`src/core/dbs_pkg.sv`:
```
package dbs_pkg;

	// ============================================================
	// Base address decode
	localparam logic [19:0] DBS_BASE_FIRST  = 20'h40000;
	localparam logic [19:0] DBS_BASE_SECOND = 20'h80000;
	localparam int          DBS_REGION_HI   = 19;
	localparam int          DBS_REGION_LO   = 18;
	localparam int          DBS_PAGE_BIT    = 17;

	// ============================================================
	// Sequencer
	localparam int          DBS_SEQ_W       = 3;
	localparam logic [2:0]  DBS_SEQ_LAST    = 3'h7;
	localparam int          DBS_ROM_W       = 8;

	// Lookup word field positions
	localparam int          DBS_F_ROW       = 0;
	localparam int          DBS_F_COL       = 1;
	localparam int          DBS_F_CAP1      = 2;
	localparam int          DBS_F_CAP2      = 3;
	localparam int          DBS_F_ABZ       = 4;
	localparam int          DBS_F_HIGH      = 5;
	localparam int          DBS_F_DSEL      = 6;
	localparam int          DBS_F_ASEL      = 7;

	// Control word reset value: strobes idle
	localparam logic [7:0]  DBS_CTRL_RESET  = 8'h00;

	// 8 states x 8 bits = 64-bit table; step 0-3 low byte, 4-6 high byte, 7 idle
	localparam logic [63:0] DBS_ROM = {
		8'h00, // 7 idle, chip refreshes itself
		8'h28, // 6 high half, no column, capture high
		8'h63, // 5 high column, page high
		8'h71, // 4 high row, page high
		8'h00, // 3 precharge
		8'h06, // 2 low column, capture low
		8'h03, // 1 low column
		8'h81  // 0 low row
	};

endpackage : dbs_pkg

```
`src/core/dbs_sequencer.sv`:
```
`timescale 1ns/1ns
`default_nettype none

// What this block does
// - Board answers at one of two strap-chosen base addresses.
// - Strap and decoded address bits gate into one board select.
// - Writes pass the host word one byte per step by data-byte select.
// - Read bytes captured in upper and lower holding registers by own strobes.
// - Sixteen address bits go out eight at a time by half select.
// - Page select is data-byte select XOR host address bit 17.
// - Valid cycle clears the three-bit counter while address latch strobe high.
// - Counter advances each clock through states 0 to 7.
// - Counting qualified by latch strobe and address bits 18 and 19.
// - Each state indexes a fixed 64-bit control table.
// - Table outputs registered before driving strobes and selects.
// - Captured bytes reach host bus only during memory read command.
// - Eight one-bit chips with internal refresh; no refresh addresses.
module dbs_sequencer
	import dbs_pkg::*;
(
	input  wire logic        clock,
	input  wire logic        rst,
	input  wire logic        base_select_strap,
	input  wire logic        address_latch_enable,
	input  wire logic        byte_high_enable,
	input  wire logic        memory_read_command,
	input  wire logic [19:1] host_address,
	input  wire logic [15:0] host_data_in,
	output logic      [15:0] host_data_out,
	output logic             host_data_oe,
	output logic      [7:0]  mem_address,
	output logic      [7:0]  mem_data_out,
	input  wire logic [7:0]  mem_data_in,
	output logic             mem_page_high,
	output logic             row_strobe,
	output logic             column_strobe,
	output logic             address_bit_zero,
	output logic             byte_high_strobe,
	output logic             board_select
);

	// ============================================================
	// Input synchronisers
	// Byte enable pin unused: the table fixes the byte order itself
	logic [1:0]  ale_sync;
	logic [1:0]  rd_sync;
	logic [1:0]  strap_sync;
	logic        ale;
	logic        rd;

	always_ff @(posedge clock)
	begin
		if (rst)
		begin
			ale_sync   <= 2'h0;
			rd_sync    <= 2'h0;
			strap_sync <= 2'h0;
		end
		else
		begin
			ale_sync   <= {ale_sync[0], address_latch_enable};
			rd_sync    <= {rd_sync[0], memory_read_command};
			strap_sync <= {strap_sync[0], base_select_strap};
		end
	end

	assign ale = ale_sync[1];
	assign rd  = rd_sync[1];

	// ============================================================
	// Board select: strap high picks first base (single board)
	logic [1:0] region;
	logic [1:0] wanted;
	logic       hit;
	logic       cycle_on;
	logic [2:0] address_count;

	assign region = host_address[DBS_REGION_HI:DBS_REGION_LO];
	assign wanted = strap_sync[1] ? DBS_BASE_FIRST[DBS_REGION_HI:DBS_REGION_LO]
	                              : DBS_BASE_SECOND[DBS_REGION_HI:DBS_REGION_LO];
	assign hit    = (region == wanted);

	// Host holds address through the cycle, so select is held from ALE
	always_ff @(posedge clock)
	begin
		if (rst)
			cycle_on <= 1'b0;
		else if (ale)
			cycle_on <= hit;
		else if (board_select && address_count == DBS_SEQ_LAST)
			cycle_on <= 1'b0;
	end

	assign board_select = cycle_on && hit;

	// ============================================================
	// Sequence counter
	// Parks at the last state until the next latch strobe that hits this board's base

	always_ff @(posedge clock)
	begin
		if (rst)
			address_count <= 3'h0;
		else if (ale && hit)
			address_count <= 3'h0;
		else if (board_select && address_count != DBS_SEQ_LAST)
			address_count <= address_count + 3'h1;
	end

	// ============================================================
	// Lookup table and output register
	logic [7:0] next_ctrl;
	logic [7:0] ctrl;

	always_comb
	begin
		next_ctrl = DBS_ROM[address_count*DBS_ROM_W +: DBS_ROM_W];
		if (!board_select)
			next_ctrl = DBS_CTRL_RESET;
	end

	always_ff @(posedge clock)
	begin
		if (rst)
			ctrl <= DBS_CTRL_RESET;
		else
			ctrl <= next_ctrl;
	end

	assign row_strobe       = ctrl[DBS_F_ROW];
	assign column_strobe    = ctrl[DBS_F_COL];
	assign address_bit_zero = ctrl[DBS_F_ABZ];
	assign byte_high_strobe = ctrl[DBS_F_HIGH];

	logic data_byte_select;
	logic address_half_select;
	assign data_byte_select    = ctrl[DBS_F_DSEL];
	assign address_half_select = ctrl[DBS_F_ASEL];

	// ============================================================
	// Memory address, page and write data paths
	// No refresh address: chips refresh themselves on row cycles
	// Selects act a clock after their table word, so addresses trail the strobes
	always_ff @(posedge clock)
	begin
		if (rst)
		begin
			mem_address   <= 8'h00;
			mem_page_high <= 1'b0;
			mem_data_out  <= 8'h00;
		end
		else
		begin
			mem_address   <= address_half_select ? host_address[8:1] : host_address[16:9];
			mem_page_high <= data_byte_select ^ host_address[DBS_PAGE_BIT];
			mem_data_out  <= data_byte_select ? host_data_in[15:8] : host_data_in[7:0];
		end
	end

	// ============================================================
	// Read capture and host drive
	// Captures also run on writes; harmless, the bus is driven on reads only
	always_ff @(posedge clock)
	begin
		if (rst)
			host_data_out <= 16'h0000;
		else
		begin
			if (ctrl[DBS_F_CAP1])
				host_data_out[7:0] <= mem_data_in;
			if (ctrl[DBS_F_CAP2])
				host_data_out[15:8] <= mem_data_in;
		end
	end

	assign host_data_oe = rd && cycle_on;

	// ============================================================
	// Checks
	a_count_clear: assert property (@(posedge clock) disable iff (rst)
		(ale && hit) |=> address_count == 3'h0) else $error("counter not cleared");
	a_count_step: assert property (@(posedge clock) disable iff (rst)
		(!ale && board_select && address_count != 3'h7) |=> address_count == $past(address_count) + 3'h1)
		else $error("counter did not step");
	a_count_hold: assert property (@(posedge clock) disable iff (rst)
		(!ale && !board_select) |=> $stable(address_count)) else $error("counter ran unselected");
	a_cycle_end: assert property (@(posedge clock) disable iff (rst)
		(!ale && board_select && address_count == DBS_SEQ_LAST) |=> !board_select)
		else $error("cycle did not end");
	a_idle_strobes: assert property (@(posedge clock) disable iff (rst)
		!board_select |=> !row_strobe && !column_strobe) else $error("strobe while idle");
	a_idle_captures: assert property (@(posedge clock) disable iff (rst)
		!board_select |=> !ctrl[DBS_F_CAP1] && !ctrl[DBS_F_CAP2]) else $error("capture while idle");
	a_table_reg: assert property (@(posedge clock) disable iff (rst)
		board_select |=> ctrl == DBS_ROM[$past(address_count)*8 +: 8]) else $error("table word wrong");
	a_page_xor: assert property (@(posedge clock) disable iff (rst)
		1'b1 |=> mem_page_high == ($past(data_byte_select) ^ $past(host_address[17]))) else $error("page wrong");
	a_data_drive: assert property (@(posedge clock) disable iff (rst)
		host_data_oe |-> rd && board_select) else $error("bus driven without selected read");
	a_addr_mux: assert property (@(posedge clock) disable iff (rst)
		address_half_select |=> mem_address == $past(host_address[8:1])) else $error("address half wrong");
	a_wr_byte: assert property (@(posedge clock) disable iff (rst)
		data_byte_select |=> mem_data_out == $past(host_data_in[15:8])) else $error("write byte wrong");
	a_cap_low: assert property (@(posedge clock) disable iff (rst)
		ctrl[DBS_F_CAP1] |=> host_data_out[7:0] == $past(mem_data_in)) else $error("low capture wrong");
	a_cap_high: assert property (@(posedge clock) disable iff (rst)
		ctrl[DBS_F_CAP2] |=> host_data_out[15:8] == $past(mem_data_in)) else $error("high capture wrong");
	a_sel_base: assert property (@(posedge clock) disable iff (rst)
		board_select |-> {host_address[DBS_REGION_HI:DBS_REGION_LO], 18'h00000} ==
		                 (strap_sync[1] ? DBS_BASE_FIRST : DBS_BASE_SECOND))
		else $error("select outside base");
	a_abz_high: assert property (@(posedge clock) disable iff (rst)
		address_bit_zero |-> byte_high_strobe) else $error("address bit zero outside high half");

	c_full_run: cover property (@(posedge clock) board_select && address_count == 3'h7);
	c_read: cover property (@(posedge clock) host_data_oe);
	c_second_base: cover property (@(posedge clock) board_select && !strap_sync[1]);
	c_write_high: cover property (@(posedge clock) board_select && !rd && data_byte_select);
	c_restart: cover property (@(posedge clock) ale && hit && cycle_on);

endmodule // dbs_sequencer

`default_nettype wire

```
`config.mk`:
```
export PLATFORM = sky130hd
export DESIGN_NAME = dbs_sequencer
export DESIGN_NICKNAME = d
export VERILOG_FILES = /design/src/core/dbs_pkg.sv /design/src/core/dbs_sequencer.sv
export SDC_FILE = /design/constraint.sdc
export NUM_CORES = 1
export LEC_CHECK = 0
export ABC_AREA = 0
export BUFFER_PORTS_ARGS = -buffer_cell sky130_fd_sc_hd__buf_4
export CAP_MARGIN = 5
export CORE_MARGIN = 4
export CORE_UTILIZATION = 40
export DETAILED_ROUTE_END_ITERATION = 10
export PLACE_DENSITY_LB_ADDON = 0.08
export SYNTH_ARGS = -nofsm -noshare
export SYNTH_HDL_FRONTEND = slang
export SYNTH_SLANG_ARGS = --single-unit
```
`constraint.sdc`:
```
create_clock -name clock -period 1.2 [get_ports clock]
set_input_delay 0.06 -clock clock [delete_from_list [all_inputs] [get_ports clock]]
set_output_delay 0.06 -clock clock [all_outputs]
set_load 0.005 [all_outputs]
```
* Yosys cells after proc, flatten, opt, wreduce, memory -nomap -nowiden
Index checks and enable logic that the tools add are counted.
** Word-level totals
- Flip-flop bits (word level) :: 51
- Bits of input ports :: 49
- Output and inout bits :: 39
** Cells by class
- Add/sub/neg operators :: 1
- Equal/unequal tests :: 3
- Shift-type cells :: 1
- Mux-type cells :: 5
- Bitwise gates (word level) :: 2
- Reduce and logical (&&, ||, !) cells :: 8
** Operators with widths (number)
- $shiftx 64x7->8 const A :: 1
- $mux 8 :: 2
- $logic_and 1x1->1 :: 5
- $reduce_or 2->1 :: 2
- $add 3x1->3 const B :: 1
- $eq 3x3->1 const B :: 1
- $ne 3x3->1 const B :: 1
- $eq 2x2->1 :: 1
- $mux 1 :: 2
- $mux 2 :: 1
- $reduce_bool 2->1 :: 1
- $not 1->1 :: 1
- $xor 1x1->1 :: 1

* Logic depth before layout (Yosys ltp)
- Depth after elaboration :: 6
- Depth in mapped cells :: 4
- Mapped depth without buffers :: 4

* Least setup slack after synthesis
Ideal clock, no wire load.
- Kind :: flip-flop to flip-flop
- From :: reg strap_sync[1]
- To :: reg address_count[0]
- Setup time :: 0.072 ns
- Data arrival time :: 1.225 ns
- Required time :: 1.128 ns
- Setup slack :: -0.097 ns
- Cell stages (with the launch flop) :: 4
- Period minus slack after synthesis :: 1.297 ns
- Cell sequence :: dfxtp_1 > or3b_4 > a211oi_2 > mux2i_1
** On the way
- Longest elaborated chain between the ends :: 4
- Elaborated cells between the ends (all ways) :: 6
- Classes of those cells :: eq/ne: 1; mux: 1; reduce/logical: 4
** RTL lines
- start, declared :: RTL line dbs_sequencer.sv:47 : logic [1:0] strap_sync;
- start signal, assigned :: RTL line dbs_sequencer.sv:63 : strap_sync <= {strap_sync[0], base_select_strap};
- $mux 2 (*) :: RTL line dbs_sequencer.sv:79 : assign wanted = strap_sync[1] ? DBS_BASE_FIRST[DBS_REGION_HI:DBS_REGION_LO]
- $eq 2x2->1 (*) :: RTL line dbs_sequencer.sv:81 : assign hit = (region == wanted);
- $logic_and 1x1->1, on equally long branches :: RTL line dbs_sequencer.sv:104, dbs_sequencer.sv:94
- $reduce_or 2->1 (no source line) or $logic_and 1x1->1 (tied branches)
- end signal, assigned :: RTL line dbs_sequencer.sv:107 : address_count <= address_count + 3'h1;
- end, declared :: RTL line dbs_sequencer.sv:76 : logic [2:0] address_count;
Every way passes the cells marked *; elsewhere a longest branch is shown, timed or not.
A chain may end at the register's enable or synchronous reset.

* Worst setup path after layout
- From :: reg strap_sync[1]
- To :: reg ctrl[7]
** On the way
- Longest elaborated chain between the ends :: 5
** RTL lines
- $mux 2 :: RTL line dbs_sequencer.sv:79
- $eq 2x2->1 :: RTL line dbs_sequencer.sv:81
- $logic_and 1x1->1 :: RTL line dbs_sequencer.sv:94 : assign board_select = cycle_on && hit;
- $not 1->1 (no source line)
- $reduce_or 2->1 (no source line)
- end signal, assigned :: RTL line dbs_sequencer.sv:127 : ctrl <= next_ctrl;
- end, declared :: RTL line dbs_sequencer.sv:113 : logic [7:0] ctrl;
Every way passes these cells.

==> results.txt <==
Outcome: finished, violations left
Failing checks: setup timing
Primary FF master, synth: dfxtp_1
Clock root cell: clkbuf_8
Number of synthesized flops with an enable pin: 0
Post-synth top area share: 52.8%
Power Total: 0.00303 W
Pleak: 1.31 nW
Total Wirelength: 4680 um
Nets: 350
Crit-path cells: or3b_4, and2_4, buf_4, buf_8, nor4b_4
WS Path Type: register to register
Die Area: 6010 um^2
Ports: 88
RSZ-0062 raised after global routing: yes
Reg-to-reg critical path startpoint: strap_sync[1]
Final period util: 119%
Max-Cap Viols: 0
GP Congestion: 0.696
Flop and latch count out of synthesis: 51
Critical path fanouts, max: 6
Post-synth ARST share: 0%
Final Slew Violations: 0
CTS sink count: 51
Area contributors post-synth: dfxtp_1 (53%), mux2i_1 (19%), nor2_1 (6.8%), ha_1 (3.9%), nand4b_1 (2.7%)
R2R setup slack: -220 ps
Sequential fraction of the synthesis area: 52.8%
Clock Skews: 2.46 ps
CP bufs+invs: 2
Synth Area per Inst: 11.0 um^2
Clock Path Buffers: 2
Die H: 77.5 um
Num CTS Buffers: 5
CTS tree: done
Syn_nets: 231
Antenna fix cells: 0
Hold Startpoint: host_address[3]
Post-route ant nets: 0
Global-route wire length before repair: 7350 um
Yosys cell types: 25
CP peak stage delay: 400 ps
Layout cells sized above 1: 42.2%
Htree depth: 2
I/O Buffers: 86
Reg area: 1020 um^2
CP Capture Type: register
Fin. Hold Viols: 0
Worst Hold Class: primary input to register
Top Layer Used: met4
Warnings, synthesis: 0
Cell accounting for the most synthesized area: dfxtp_1
Most common cell in the netlist: dfxtp_1
Setup crit start kind: register
Die Width: 77.5 um
Residual DRC: 0
Dpl ws: -114 ps
FILL cells: 392
WL met3: 278 um
Total Routing Usage GR: 15.4%
Clock transition at path regs: 80 ps
Relative slew slack: 77.1%
Initial Util: 41.2%
Post-route minimum period: 1420 ps
Slowest CP cell: or3b_4
Rows: 25
Largest net degree at the start of global routing: 21
Initial DRC count: 38
Worst path arrival time: 1640 ps
Power per cell area: 969 nW/um^2
Drt wl/cell: 13.4 um
Footprint of the multi-input gates: 951 um^2
Clock Latency Late Sink: 290 ps
Worst Slack Setup Final: -222 ps
Synth Instances: 176
Total number of vias: 1610
Initial antenna violation count: 0
Final HPWL DP: 3200 um
Remaining Overflow, GRT: 0
Core area: 4690 um^2
Critical Path RT: 1420 ps
Synth Cell Area: 1930 um^2
Met1 wire length: 1970 um
Peak Freq: 0.703 GHz
Delay-heaviest family, CP: simple AND/OR/NAND/NOR gates
Post-synth top cells: dfxtp_1 (51), mux2i_1 (36), nor2_1 (35)
Met2 WL: 2380 um
Worst Setup SP: strap_sync[1]
Worst-Margin Slew: 343 ps
First-pass DRT Iterations: 4
Worst VDD drop: 963 uV
Vias in the first global route: 1548
Synthesis-to-layout area growth: 62.0%
Avg Vias per Cell: 4.60
Final setup vio count: 13
state kept, by name (all words and copies together) (netlist names):
register,flops
mem_data_out,8
ctrl,8
host_data_out,16
cycle_on,1
address_count,3
mem_address,8
ale_sync,2
mem_page_high,1
rd_sync,2
strap_sync,2
logic make-up after synthesis:
logic type / after synthesis / share of synthesized area (%)
adder cells (fa/ha/maj): 6 / 3.88
AND/OR/NAND/NOR: 63 / 18.9
buffers and inverters: 14 / 3.17
XOR/XNOR: 1 / 0.453
flip-flops: 51 / 52.8
AO/OA/AOI/OAI: 5 / 2.14
multiplexers: 36 / 18.6
final cells by class:
class	count	area share [%]
flip-flops and latches	51	32.7
repair buffers	123	31.8
multi-input cells	111	30.4
clock buffers	7	2.44
well taps	54	2.16
inverters	3	0.360
clock inverters	1	0.160
stage by stage:
stage | TNS, ps | hold slack [ps] | cell area, um^2 | utilization (%) | std cells
2_1_floorplan | -216 | 188 | 1950 | - | 176
6_report | -1890 | 3.32 | 3130 | 66.7 | 350
4_1_cts | -1410 | 1.11 | 3030 | 64.7 | 348
3_5_place_dp | -349 | 277 | 2690 | 57.4 | 316
5_1_grt | -2570 | 3.20 | 3130 | 66.7 | 350
3_3_place_gp | -270 | 272 | 2690 | 57.4 | 316
report_power, final:
part	leakage, nW	internal, W	switching, W
logic	0.847	0.000240	0.000124
registers	0.418	0.00173	0.0000125
clock network	0.0422	0.000410	0.000515
total	1.31	0.00238	0.000651
worst register-to-register path, cell delays in order (launching register included):
cell     delay [ps]
dfxtp_2         330
or3b_4          400
and2_4          170
buf_4           130
buf_8           140
nor4b_4         190
cell usage in the layout (no fill, tap or decap), types with 2 or more instances in the layout:
cell type and count:
buf_6 3, nand3b_1 2, ha_4 2, nor2_1 34, inv_1 3, nor4b_4 2
clkbuf_1 2, and2_1 3, ha_1 4, nand4b_1 6, nor3_2 2, buf_4 97
nor2b_1 6, mux2i_1 36, clkbuf_8 5, dlygate4sd3_1 22, dfxtp_1 49, dfxtp_2 2
nor3_4 2
worst paths after layout:
path,to,depth (start not counted)
worst max-delay path,ctrl[7],5
worst min-delay path,mem_address[2],3
worst max register to register,ctrl[7],5
worst min register to register,rd_sync[1],1
what timing repair did:
item,CTS,global route
gates resized for setup,6,16
hold buffers,22,0
pin swaps,1,6
endpoints found under the setup margin,9,13
endpoints found under the hold margin,14,0
buffers inserted,2,3
layer usage:
layer  up-vias  global-route usage, %
met1       728                   18.1
met4         0                   4.80
met3         8                   4.87
met2        48                   26.6
met5         -                      0
li1        826                      -
Note: power is estimated with default switching activity, not from simulation.
